--- config.mk ---
export PLATFORM = sky130hd
export DESIGN_NAME = otcs_top
export DESIGN_NICKNAME = d
export VERILOG_FILES = /design/src/hw/otcs_pkg.sv /design/src/hw/otcs_top.sv
export SDC_FILE = /design/constraint.sdc
export NUM_CORES = 1
export LEC_CHECK = 0
export BUFFER_PORTS_ARGS = -buffer_cell sky130_fd_sc_hd__buf_2
export CORE_ASPECT_RATIO = 1.1
export CORE_MARGIN = 10
export CORE_UTILIZATION = 44
export CTS_CLUSTER_SIZE = 28
export DETAILED_ROUTE_END_ITERATION = 10
export GPL_TIMING_DRIVEN = 0
export PLACE_DENSITY_LB_ADDON = 0.1
export SYNTH_ARGS = -nofsm -noshare
export SYNTH_HDL_FRONTEND = slang
export SYNTH_SLANG_ARGS = --single-unit
--- constraint.sdc ---
create_clock -name clock -period 1.76 [get_ports clock]
set_input_delay 0 -clock clock [delete_from_list [all_inputs] [get_ports clock]]
set_output_delay 0 -clock clock [all_outputs]
set_load 0.01 [all_outputs]
--- src/hw/otcs_pkg.sv ---
/*
 * Package for the oscillator trim and clock select block: register offsets,
 * field positions, reset values, timing counts and the shared types.
 * Assumes a 10 MHz register clock and an 8-bit AXI4-Lite address.
 */
package otcs_pkg;
	// Register byte offsets
	localparam logic [7:0] OFS_TRIM   = 8'h00;  // Oscillator trim value
	localparam logic [7:0] OFS_CLOCK_SOURCE_CTRL_STAT  = 8'h04;  // Clock source control and status
	localparam logic [7:0] OFS_PROT   = 8'h08;  // Trim write enable and lock down
	localparam logic [7:0] OFS_ISTAT  = 8'h0C;  // Sticky event status, write one to clear
	localparam logic [7:0] OFS_IMASK  = 8'h10;  // Event mask
	// Clock control and status field positions
	localparam int CK_PIN_HI  = 7;  // Pin function, upper bit
	localparam int CK_PIN_LO  = 6;  // Pin function, lower bit
	localparam int CK_RSV5    = 5;  // Reserved, reads 0
	localparam int CK_SEL     = 4;  // System clock source select
	localparam int CK_IE      = 3;  // Clock switch interrupt enable
	localparam int CK_IF      = 2;  // Clock switch interrupt flag
	localparam int CK_RSV1    = 1;  // Reserved, reads 1
	localparam int CK_STA     = 0;  // Active clock status
	// Protection field positions
	localparam int PR_WE      = 0;  // Trim write enable
	localparam int PR_LOCK    = 1;  // Trim lock down
	// Event status bits
	localparam int EV_SWBACK  = 0;  // Switched back from external clock to on-chip oscillator
	localparam int EV_REFUSED = 1;  // Trim write refused
	localparam int EV_N       = 2;
	// Reset and fixed values
	localparam logic [7:0] TRIM_RST      = 8'h00;  // Trim before the factory load
	localparam logic [7:0] TRIM_READ_VAL = 8'h00;  // Value a trim read returns
	localparam logic [7:0] TRIM_SIGN_FLIP = 8'h80; // Signed to monotonic code
	localparam logic [1:0] RESP_OKAY   = 2'h0;
	localparam logic [1:0] RESP_SLVERR = 2'h2;
	// Clock switch hold time and its cycle count at 10 MHz
	localparam int CLK_PERIOD_NS  = 100;
	localparam int SW_HOLD_NS     = 200;
	localparam int SW_HOLD_CYC    = (SW_HOLD_NS + CLK_PERIOD_NS - 1) / CLK_PERIOD_NS;
	localparam logic [3:0] SW_HOLD_LAST = 4'(SW_HOLD_CYC - 1);
	// Clock switch sequencer states
	typedef enum logic [1:0] {SW_IDLE, SW_HALT, SW_SWAP} otcs_sw_e;
	// Decoded oscillator pin configuration
	typedef struct packed {
		logic clock_output_pin_en;     // Clock output on the second pin
		logic out_pin_hiz;   // Second pin high impedance
		logic ext_in_en;     // First pin is external clock input
		logic resonator_en;  // Both pins drive the resonator
	} otcs_pin_cfg_s;
	// Captured register write
	typedef struct packed {
		logic [7:0] addr;
		logic [7:0] data;
		logic       strb;
	} otcs_wcmd_s;
endpackage

--- src/hw/otcs_top.sv ---
/*
 * Oscillator trim and system clock source control with an AXI4-Lite slave.
 * Assumes the clock mux obeys clk_sel_ext while clk_halt is high, and that
 * the factory trim bus is valid when reset is released.
 */
// Chosen here: the AXI4-Lite slave port and the register offsets.
`timescale 1ns/1ps
module otcs_top
	import otcs_pkg::*;
(
	input  wire logic               clock,
	input  wire logic               arst_n,
	input  wire logic [7:0]         factory_trim,   // Factory trim data
	input  wire logic               ext_clk_fail,   // External clock lost, forces fallback
	input  wire logic [7:0]         s_axi_awaddr,
	input  wire logic               s_axi_awvalid,
	output logic                    s_axi_awready,
	input  wire logic [31:0]        s_axi_wdata,
	input  wire logic [3:0]         s_axi_wstrb,
	input  wire logic               s_axi_wvalid,
	output logic                    s_axi_wready,
	output logic [1:0]              s_axi_bresp,
	output logic                    s_axi_bvalid,
	input  wire logic               s_axi_bready,
	input  wire logic [7:0]         s_axi_araddr,
	input  wire logic               s_axi_arvalid,
	output logic                    s_axi_arready,
	output logic [31:0]             s_axi_rdata,
	output logic [1:0]              s_axi_rresp,
	output logic                    s_axi_rvalid,
	input  wire logic               s_axi_rready,
	output logic [7:0]              osc_trim,       // Signed trim to the oscillator
	output logic [7:0]              osc_trim_code,  // Same trim as monotonic code
	output otcs_pin_cfg_s           osc_pin_cfg,    // Oscillator pin setup
	output logic                    clk_sel_ext,    // Clock mux: 1 external
	output logic                    clk_halt,       // Hold system clock during swap
	output logic                    clk_switch_irq, // Clock switch interrupt request
	output logic                    irq             // Masked sticky event interrupt
);

	// Register state
	logic [7:0]         trim_r;        // Stored trim
	logic               loaded_r;      // Factory load done
	logic               trim_we_r;     // Trim write enable
	logic               trim_lock_r;   // Trim lock down
	logic [1:0]         pin_func_r;    // Pin function field
	logic               sel_r;         // Clock source select
	logic               ie_r;          // Clock switch interrupt enable
	logic               flag_r;        // Clock switch interrupt flag
	logic               flag_seen_r;   // Flag has been read as 1
	logic               sta_r;         // Active clock status
	logic [EV_N-1:0]    istat_r;       // Sticky events
	logic [EV_N-1:0]    imask_r;       // Event mask
	// Bus capture
	logic               aw_got_r;      // Write address held
	logic               w_got_r;       // Write data held
	otcs_wcmd_s         wcmd_r;        // Captured write
	logic               wr_go;         // Perform write this cycle
	logic               wr_map;        // Write address is mapped
	// Switch sequencer
	otcs_sw_e           sw_state_r;
	logic [3:0]         sw_cnt_r;
	// Events
	logic               ev_swback;     // Switch back to on-chip completed
	logic               ev_refused;    // Trim write refused
	logic [7:0]         clock_source_ctrl_stat_rd;      // Read view of clock register
	logic [7:0]         rd_val;        // Read mux
	logic               rd_map;        // Read address is mapped

	// Write decode
	assign wr_go  = aw_got_r & w_got_r & ~s_axi_bvalid;
	assign wr_map = (wcmd_r.addr == OFS_TRIM) | (wcmd_r.addr == OFS_CLOCK_SOURCE_CTRL_STAT) | (wcmd_r.addr == OFS_PROT) |
		(wcmd_r.addr == OFS_ISTAT) | (wcmd_r.addr == OFS_IMASK);

	// Clock register read view
	always_comb begin
		clock_source_ctrl_stat_rd          = 8'h00;
		clock_source_ctrl_stat_rd[CK_PIN_HI] = pin_func_r[1];
		clock_source_ctrl_stat_rd[CK_PIN_LO] = pin_func_r[0];
		clock_source_ctrl_stat_rd[CK_RSV5] = 1'b0;
		clock_source_ctrl_stat_rd[CK_SEL]  = sel_r;
		clock_source_ctrl_stat_rd[CK_IE]   = ie_r;
		clock_source_ctrl_stat_rd[CK_IF]   = flag_r;
		clock_source_ctrl_stat_rd[CK_RSV1] = 1'b1;
		clock_source_ctrl_stat_rd[CK_STA]  = sta_r;
	end

	// Read mux
	always_comb begin
		rd_val = 8'h00;
		rd_map = 1'b1;
		case (s_axi_araddr)
			OFS_TRIM:  rd_val = TRIM_READ_VAL;
			OFS_CLOCK_SOURCE_CTRL_STAT: rd_val = clock_source_ctrl_stat_rd;
			OFS_PROT:  rd_val = {6'h00, trim_lock_r, trim_we_r};
			OFS_ISTAT: rd_val = {6'h00, istat_r};
			OFS_IMASK: rd_val = {6'h00, imask_r};
			default:   rd_map = 1'b0;
		endcase
	end

	// Write channel capture, address and data in either order
	always_ff @(posedge clock or negedge arst_n) begin
		if (!arst_n) begin
			aw_got_r      <= 1'b0;
			w_got_r       <= 1'b0;
			s_axi_awready <= 1'b1;
			s_axi_wready  <= 1'b1;
			wcmd_r        <= '0;
		end else begin
			if (s_axi_awvalid && s_axi_awready) begin
				aw_got_r      <= 1'b1;
				s_axi_awready <= 1'b0;
				wcmd_r.addr   <= s_axi_awaddr;
			end
			if (s_axi_wvalid && s_axi_wready) begin
				w_got_r      <= 1'b1;
				s_axi_wready <= 1'b0;
				wcmd_r.data  <= s_axi_wdata[7:0];
				wcmd_r.strb  <= s_axi_wstrb[0];
			end
			// Reopen both channels once the response is taken
			if (s_axi_bvalid && s_axi_bready) begin
				aw_got_r      <= 1'b0;
				w_got_r       <= 1'b0;
				s_axi_awready <= 1'b1;
				s_axi_wready  <= 1'b1;
			end
		end
	end

	// Write response
	always_ff @(posedge clock or negedge arst_n) begin
		if (!arst_n) begin
			s_axi_bvalid <= 1'b0;
			s_axi_bresp  <= RESP_OKAY;
		end else if (wr_go) begin
			s_axi_bvalid <= 1'b1;
			s_axi_bresp  <= wr_map ? RESP_OKAY : RESP_SLVERR;
		end else if (s_axi_bready) begin
			s_axi_bvalid <= 1'b0;
		end
	end

	// Read channel, answer in the cycle after the address is taken
	always_ff @(posedge clock or negedge arst_n) begin
		if (!arst_n) begin
			s_axi_arready <= 1'b1;
			s_axi_rvalid  <= 1'b0;
			s_axi_rdata   <= 32'h0000_0000;
			s_axi_rresp   <= RESP_OKAY;
		end else if (s_axi_arvalid && s_axi_arready) begin
			s_axi_arready <= 1'b0;
			s_axi_rvalid  <= 1'b1;
			s_axi_rdata   <= {24'h00_0000, rd_val};
			s_axi_rresp   <= rd_map ? RESP_OKAY : RESP_SLVERR;
		end else if (s_axi_rvalid && s_axi_rready) begin
			s_axi_rvalid  <= 1'b0;
			s_axi_arready <= 1'b1;
		end
	end

	// Trim register: factory load after reset, then guarded writes
	assign ev_refused = wr_go && wcmd_r.strb && wcmd_r.addr == OFS_TRIM && (!trim_we_r || trim_lock_r);
	always_ff @(posedge clock or negedge arst_n) begin
		if (!arst_n) begin
			trim_r   <= TRIM_RST;
			loaded_r <= 1'b0;
		end else if (!loaded_r) begin
			trim_r   <= factory_trim;
			loaded_r <= 1'b1;
		end else if (wr_go && wcmd_r.strb && wcmd_r.addr == OFS_TRIM && trim_we_r && !trim_lock_r) begin
			trim_r   <= wcmd_r.data;
		end
	end

	// Trim drive, a direct copy so a write lands the next cycle
	always_ff @(posedge clock or negedge arst_n) begin
		if (!arst_n) begin
			osc_trim      <= TRIM_RST;
			osc_trim_code <= TRIM_RST ^ TRIM_SIGN_FLIP;
		end else begin
			osc_trim      <= trim_r;
			osc_trim_code <= trim_r ^ TRIM_SIGN_FLIP;
		end
	end

	// Trim protection; lock sticks until reset
	always_ff @(posedge clock or negedge arst_n) begin
		if (!arst_n) begin
			trim_we_r   <= 1'b0;
			trim_lock_r <= 1'b0;
		end else if (wr_go && wcmd_r.strb && wcmd_r.addr == OFS_PROT) begin
			trim_we_r   <= wcmd_r.data[PR_WE];
			trim_lock_r <= trim_lock_r | wcmd_r.data[PR_LOCK];
		end
	end

	// Pin function field and its registered decode
	always_ff @(posedge clock or negedge arst_n) begin
		if (!arst_n) begin
			pin_func_r  <= 2'h0;
			osc_pin_cfg <= '0;
		end else if (wr_go && wcmd_r.strb && wcmd_r.addr == OFS_CLOCK_SOURCE_CTRL_STAT) begin
			pin_func_r  <= wcmd_r.data[CK_PIN_HI:CK_PIN_LO];
			// 00 general I/O, 10 clock out, 01 ext input, 11 resonator
			osc_pin_cfg.clock_output_pin_en    <= wcmd_r.data[CK_PIN_HI] & ~wcmd_r.data[CK_PIN_LO];
			osc_pin_cfg.out_pin_hiz  <= ~wcmd_r.data[CK_PIN_HI] & wcmd_r.data[CK_PIN_LO];
			osc_pin_cfg.ext_in_en    <= ~wcmd_r.data[CK_PIN_HI] & wcmd_r.data[CK_PIN_LO];
			osc_pin_cfg.resonator_en <= wcmd_r.data[CK_PIN_HI] & wcmd_r.data[CK_PIN_LO];
		end
	end

	// Source select and interrupt enable
	always_ff @(posedge clock or negedge arst_n) begin
		if (!arst_n) begin
			sel_r <= 1'b0;
			ie_r  <= 1'b0;
		end else begin
			if (wr_go && wcmd_r.strb && wcmd_r.addr == OFS_CLOCK_SOURCE_CTRL_STAT) begin
				ie_r <= wcmd_r.data[CK_IE];
				if (!wcmd_r.data[CK_SEL])
					sel_r <= 1'b0;
				else if (!flag_r)
					sel_r <= 1'b1;
			end
			// Lost external clock drops the selection back
			if (ext_clk_fail)
				sel_r <= 1'b0;
		end
	end

	// Glitch-free switch: halt, wait, swap mux, wait, release; report only a switch back to on-chip
	always_ff @(posedge clock or negedge arst_n) begin
		if (!arst_n) begin
			sw_state_r  <= SW_IDLE;
			sw_cnt_r    <= 4'h0;
			clk_halt    <= 1'b0;
			clk_sel_ext <= 1'b0;
			sta_r       <= 1'b0;
		end else begin
			case (sw_state_r)
				SW_IDLE: begin
					if (sel_r != sta_r) begin
						clk_halt   <= 1'b1;
						sw_cnt_r   <= 4'h0;
						sw_state_r <= SW_HALT;
					end
				end
				SW_HALT: begin
					// Clock held low before the mux moves
					if (sw_cnt_r == SW_HOLD_LAST) begin
						clk_sel_ext <= ~sta_r;
						sw_cnt_r    <= 4'h0;
						sw_state_r  <= SW_SWAP;
					end else begin
						sw_cnt_r <= sw_cnt_r + 4'h1;
					end
				end
				SW_SWAP: begin
					// New source settles before the clock is released
					if (sw_cnt_r == SW_HOLD_LAST) begin
						clk_halt   <= 1'b0;
						sta_r      <= clk_sel_ext;
						sw_state_r <= SW_IDLE;
					end else begin
						sw_cnt_r <= sw_cnt_r + 4'h1;
					end
				end
				default: sw_state_r <= SW_IDLE;
			endcase
		end
	end
	assign ev_swback = (sw_state_r == SW_SWAP) && (sw_cnt_r == SW_HOLD_LAST) && sta_r && !clk_sel_ext;

	// Clock switch flag: set wins over clear
	always_ff @(posedge clock or negedge arst_n) begin
		if (!arst_n) begin
			flag_r      <= 1'b0;
			flag_seen_r <= 1'b0;
		end else begin
			if (s_axi_arvalid && s_axi_arready && s_axi_araddr == OFS_CLOCK_SOURCE_CTRL_STAT && flag_r)
				flag_seen_r <= 1'b1;
			if (ev_swback) begin
				flag_r <= 1'b1;
			end else if (wr_go && wcmd_r.strb && wcmd_r.addr == OFS_CLOCK_SOURCE_CTRL_STAT && !wcmd_r.data[CK_IF] && flag_seen_r) begin
				flag_r      <= 1'b0;
				flag_seen_r <= 1'b0;
			end
		end
	end

	// Sticky event status and mask
	always_ff @(posedge clock or negedge arst_n) begin
		if (!arst_n) begin
			istat_r <= '0;
			imask_r <= '0;
		end else begin
			if (wr_go && wcmd_r.strb && wcmd_r.addr == OFS_ISTAT)
				istat_r <= istat_r & ~wcmd_r.data[EV_N-1:0];
			if (wr_go && wcmd_r.strb && wcmd_r.addr == OFS_IMASK)
				imask_r <= wcmd_r.data[EV_N-1:0];
			if (ev_swback)
				istat_r[EV_SWBACK] <= 1'b1;
			if (ev_refused)
				istat_r[EV_REFUSED] <= 1'b1;
		end
	end

	// Interrupt outputs, registered from current state
	always_ff @(posedge clock or negedge arst_n) begin
		if (!arst_n) begin
			clk_switch_irq <= 1'b0;
			irq            <= 1'b0;
		end else begin
			clk_switch_irq <= flag_r & ie_r;
			irq            <= |(istat_r & imask_r);
		end
	end

endmodule // otcs_top

==> results of run 1 <==
-- metal layers --
layer	routed length (um)	part of all wire	vias up
li1	-	-	1314
met1	3400	0.43	1207
met3	411	0.052	8
met5	0	0	-
met4	88	0.011	0
met2	4060	0.51	60
-- cell usage in the layout (no fill, tap or decap), types with 6 or more instances in the layout --
master         instances
a22o_1                 6
o21ai_0               16
clkbuf_8              10
mux2_2                25
nor2_1                17
conb_1                28
a21oi_1               18
ha_1                   6
mux2i_1               11
nand3_1                6
nand2_1               25
buf_4                 39
dlygate4sd3_1         35
inv_1                 12
dfrtp_1               73
buf_2                 78
-- flip-flops by register name (all words and copies together) (netlist names), 2 cells and up --
register and cells:
wcmd_r 17, osc_trim_code 8, trim_r 8, s_axi_rdata 7
sw_cnt_r 4, osc_pin_cfg 3, imask_r 2, istat_r 2
pin_func_r 2, sw_state_r 2
-- metrics by stage --
step	area [sq um]	total power, mW
2_1_floorplan	3660	3.52
3_3_place_gp	4190	3.95
3_5_place_dp	4220	4.02
4_1_cts	4800	5.61
5_1_grt	4830	5.99
6_report	4830	5.61
-- final cells by class --
type                       count  area share
multi-input combinational    205       0.292
clock buffer                  11      0.0293
sequential                    77       0.400
timing repair buffer         116       0.163
buffer                        41      0.0612
clock inverter                 5      0.0174
inverter                      12     0.00933
tap                          108      0.0280
-- critical path, stage by stage, from the launching register on --
cell,delay [ns]
dfrtp_1,0.40
inv_1,0.08
ha_1,0.15
nor3b_4,0.26
buf_4,0.16
nand4_1,0.15
nor3b_1,0.18
o21ai_0,0.13
-- how the worst min path moves through the flow --
stage / cells past startpoint / end / slack, ns
3_3_place_gp: 2 / s_axi_arready / 0.16
3_5_place_dp: 1 / s_axi_rdata[0] / -0.06
2_1_floorplan: 0 / aw_got_r / -0.30
5_1_grt: 3 / s_axi_rdata[1] / 0.05
4_1_cts: 4 / s_axi_rdata[1] / 0.01
6_report: 4 / s_axi_rdata[1] / 0.02
-- where the power goes --
part / leakage (nW) / internal, mW / switching, mW / total (mW)
registers: 0.950 / 2.19 / 0.452 / 2.65
logic: 1.41 / 0.772 / 0.696 / 1.47
clock network: 0.106 / 0.840 / 0.656 / 1.50
total: 2.47 / 3.81 / 1.80 / 5.61
-- cells by family after synthesis --
group / Yosys count / synth area share
AOI/OAI and AO/OA: 55 / 0.0955
xor gates and xnor gates: 1 / 0.00246
adders and majority gates: 6 / 0.0211
buffers and inverters: 53 / 0.0955
DFF: 77 / 0.542
muxes: 36 / 0.110
other: 2 / 0.00211
and+or+nand+nor: 79 / 0.131
-- repair_timing --
action / in CTS / in global routing
gates resized for setup: 1 / 1
hold buffers: 35 / 0
hold endpoints to repair: 107 / 0
endpoints found under the setup margin: 1 / 15
pin swaps: 0 / 1
buffers inserted: 0 / 3
cloned: 0 / 0
==> results.cfg, run 1 <==
[final_layout]
fill_cells = 684
antenna_cells = 0
utilization = 0.610
multi_input_area_sq_um = 1410
areaGrowthSynthToFinish_pct = 35.5
drive_above_1_share = 0.368
stdcell_count = 575
layout.nets = 536
regArea_sq_um = 1930

[sta]
rsz0062_at_grt = no
layout_min_cycle_time_ns = 1.61
finalHoldViolCount = 0
setup_viol = 0
timing.final.crit_share = 0.914
whs_ns = 0.0231
slew_viol_final = 0
skew_ns = 0.0102
timing.fmax_mhz = 621
worst_slack_ns = 0.151
tns_ns = 0

[synth]
netlist_area_sq_um = 3560
synthFlopType = dfrtp_1
synth_seq_area_share = 0.542
syn_area_per_cell_sq_um = 11.5
syn_inst = 309
synth.top_cells.by_count = dfrtp_1 (73), buf_4 (35), mux2_2 (25), nand2_1 (25), a21oi_1 (18)
synth_seq_cells = 77
synth_cell_types = 44
async_flop_share = 1.00
synth.most_common_cell = dfrtp_1
synth.area.top_cells = dfrtp_1 (51%), mux2_2 (7.9%), buf_4 (7.4%), mux2i_1 (3.1%), dfstp_2 (3.0%)
synth_largest_area_cell = dfrtp_1
synth_warnings = 0
yosysTopAreaCellShare = 0.513
synth-edff-count = 0

[run_status]
status = completed

[cts]
clk_latency_ns = 0.35
htree_levels = 3
cts_buffers = 9
clk_pin_slew_worst_paths_ns = 0.08
clk_path_buf_depth = 2
cts_sinks = 77
cts_tree = done
cts-root-buf = clkbuf_8

[floorplan]
dieArea_sq_um = 12100
core_sq_um = 7910
pin_count = 133
die_y_um = 114
fp-row-count = 34
start_util = 0.450
dieWidth_um = 106

[global_routing]
grt_pass1_vias = 2777
grt_util_all_layers = 0.137
antenna_found_initial = 0
grt_use_met3 = 0.0462
busiest_layer = met2
met1_usage = 0.162
grt_overflow_total = 0
grt_pass1_wl_um = 13600
grt_util_met2 = 0.231
grt_max_degree = 53

[placed_design]
dp_slack_ns = 0.00528
dp_hpwl_um = 5930
placedCellCount = 521
port_buffers = 77
gp_congestion = 0.766

[worst_setup_path]
crit_type = flip-flop to flip-flop
reg2regPathDepth = 7
worstPathRequired_ns = 2.03
path_max_fanout = 5
cp-start-kind = flip-flop
worstSetupStartpoint = sw_cnt_r[1]
worstPathArrival_ns = 1.88
r2r-start = sw_cnt_r[1]
critPathCapture = flag_seen_r
r2r_end = flag_seen_r
rrSetupSlack_ns = 0.15
cp-end-kind = flip-flop

[routing]
num_vias = 2589
wire_per_inst_um = 13.9
drt_pass1_iterations = 4
drc_errors = 0
ant_nets = 0
wirelength_um = 7970
drtIter0Drc = 44
viasPerCell = 4.50

[hold_path]
hp-start = s_axi_araddr[1]
hp-class = input pin to flip-flop

[pwr]
ir_drop_mv = 0.651
p_per_area_nw_per_um2 = 1160
leakage_nw = 2.47

[flow_run]
drv_cap = 0
(Power assumes the default switching activity.)
==> run 2: changes to the inputs <==
--- a/config.mk
+++ b/config.mk
@@ -8,7 +8,7 @@
 export BUFFER_PORTS_ARGS = -buffer_cell sky130_fd_sc_hd__buf_2
 export CORE_ASPECT_RATIO = 1.1
 export CORE_MARGIN = 10
-export CORE_UTILIZATION = 44
+export CORE_UTILIZATION = 50
 export CTS_CLUSTER_SIZE = 28
 export DETAILED_ROUTE_END_ITERATION = 10
 export GPL_TIMING_DRIVEN = 0
==> constraint.sdc (replaced) <==
create_clock -name clock -period 2.06 [get_ports clock]
set_input_delay 0 -clock clock [delete_from_list [all_inputs] [get_ports clock]]
set_output_delay 0 -clock clock [all_outputs]
set_load 0.01 [all_outputs]
==> run 2 against run 1 <==
  * Via count rose by 0.50%
  * Die area fell by 9.9%
  * Sequential power fell by 16%
  * Highest routed layer unchanged
==> results.cfg, run 2 (synthesized netlist as in run 1, its figures left out) <==
[run_status]
status = completed

[placed_design]
placed_area_sq_um = 4180
dp_hpwl_um = 5680
dp_slack_ns = 0.000768
port_buffers = 77
gp_congestion = 0.795

[sta]
worst_slack_ns = 0.308
finalHoldViolCount = 0
skew_ns = 0.0108
slew_viol_final = 0
timing.final.crit_share = 0.851
tns_ns = 0
timing.fmax_mhz = 571
setup_viol = 0
rsz0062_at_grt = no
layout_min_cycle_time_ns = 1.75

[final_layout]
drive_above_1_share = 0.364
top_regs = wcmd_r: 17 flops, osc_trim_code: 8 flops, trim_r: 8 flops
mostFrequentLayoutCells = buf_2 (78), dfrtp_1 (73), buf_4 (36)
antenna_cells = 0
fin_area_sq_um = 4750
largest_register_ffs = 17
final_common_cell = buf_2
largest-register = wcmd_r
layout.nets = 533
areaGrowthSynthToFinish_pct = 33.4

[cts]
htree_levels = 3
cts_sinks = 77
cts_buffers = 9
clk_pin_slew_worst_paths_ns = 0.07
clk_latency_ns = 0.34
cts_tree = done
cts_setup_buffers = 0
cts-root-buf = clkbuf_8
clk_path_buf_depth = 2

[routing]
wire_per_inst_um = 13.6
viasPerCell = 4.74
ant_nets = 0
drtIter0Drc = 75
drt_pass1_iterations = 4
num_vias = 2602
drc_errors = 0
wirelength_um = 7470

[worst_setup_path]
crit_type = flip-flop to flip-flop
reg2regPathDepth = 6
worstPathArrival_ns = 1.98
cp-end-kind = flip-flop
path_max_fanout = 7
worstPathRequired_ns = 2.28
cp-start-kind = flip-flop

[floorplan]
pin_count = 133
start_util = 0.511
fp-row-count = 32
dieWidth_um = 100
die_y_um = 109
dieArea_sq_um = 10900
core_sq_um = 6970

[pwr]
p_per_area_nw_per_um2 = 982
ir_drop_mv = 0.613
leakage_nw = 2.46

[flow_run]
drv_cap = 0

[global_routing]
grt_overflow_total = 0
antenna_found_initial = 0
grt_pass1_wl_um = 12700
grt_util_all_layers = 0.143
grt_max_degree = 62
grt_pass1_vias = 2707

[hold_path]
hold_depth = 4
hp-class = input pin to flip-flop
[run 2: cell type report]
class,instances,area (sq um)
flip-flops and latches,77,1930
fillers,532,2210
repair buffers,113,766
clock buffers,11,141
plain buffers,41,295
well taps,85,106
multi-input cells,205,1390
inverters,12,45.0
clock inverters,5,75.1
[run 2: timing repair]
action	4_1_cts	5_1_grt
hold endpoints to repair	107	0
resized for setup	1	0
hold buffers	35	0
setup endpoints to repair	1	0
[run 2: metrics by stage]
step / hold slack (ns) / total power [mW] / util / cells
after floorplan: -0.296 / 3.00 / - / 335
after global placement: 0.165 / 3.36 / 0.596 / 497
after detailed placement: -0.109 / 3.41 / 0.600 / 498
after CTS: 0.0120 / 4.72 / 0.682 / 549
after global routing: 0.0499 / 5.00 / 0.682 / 549
final: 0.0272 / 4.67 / 0.682 / 549
[run 2: worst paths after layout]
| path | start | to | slack, ns |
|---|---|---|---|
| max reg2reg | sw_cnt_r[1] | sw_state_r[0] | 0.31 |
| max | sw_cnt_r[1] | sw_state_r[0] | 0.31 |
| max in group asynchronous | arst_n | osc_trim_code[7] | 1.38 |
| min | s_axi_araddr[1] | s_axi_rdata[1] | 0.03 |
| min in group asynchronous | arst_n | wcmd_r[16] | 0.07 |
| min reg2reg | trim_r[0] | osc_trim_code[0] | 0.38 |
[run 2: routing by layer]
layer	GRT usage	routed length, um	share of wire
met2	0.220	3490	0.47
met1	0.178	3310	0.44
met5	0	0	0
met4	0.0606	144	0.019
met3	0.0530	529	0.071
[run 2: power by group]
group / total, mW / leakage, nW / internal [mW] / switching [mW]
clock network: 1.23 / 0.113 / 0.710 / 0.520
registers: 2.22 / 0.950 / 1.88 / 0.345
logic: 1.22 / 1.39 / 0.625 / 0.592
total: 4.67 / 2.46 / 3.21 / 1.46
[run 2: worst max-delay path: stages (launching register included)]
cell     delay (ns)
dfrtp_1        0.40
inv_1          0.08
ha_1           0.13
nor3b_2        0.36
nor2_1         0.17
nor2_1         0.14
mux2_2         0.35
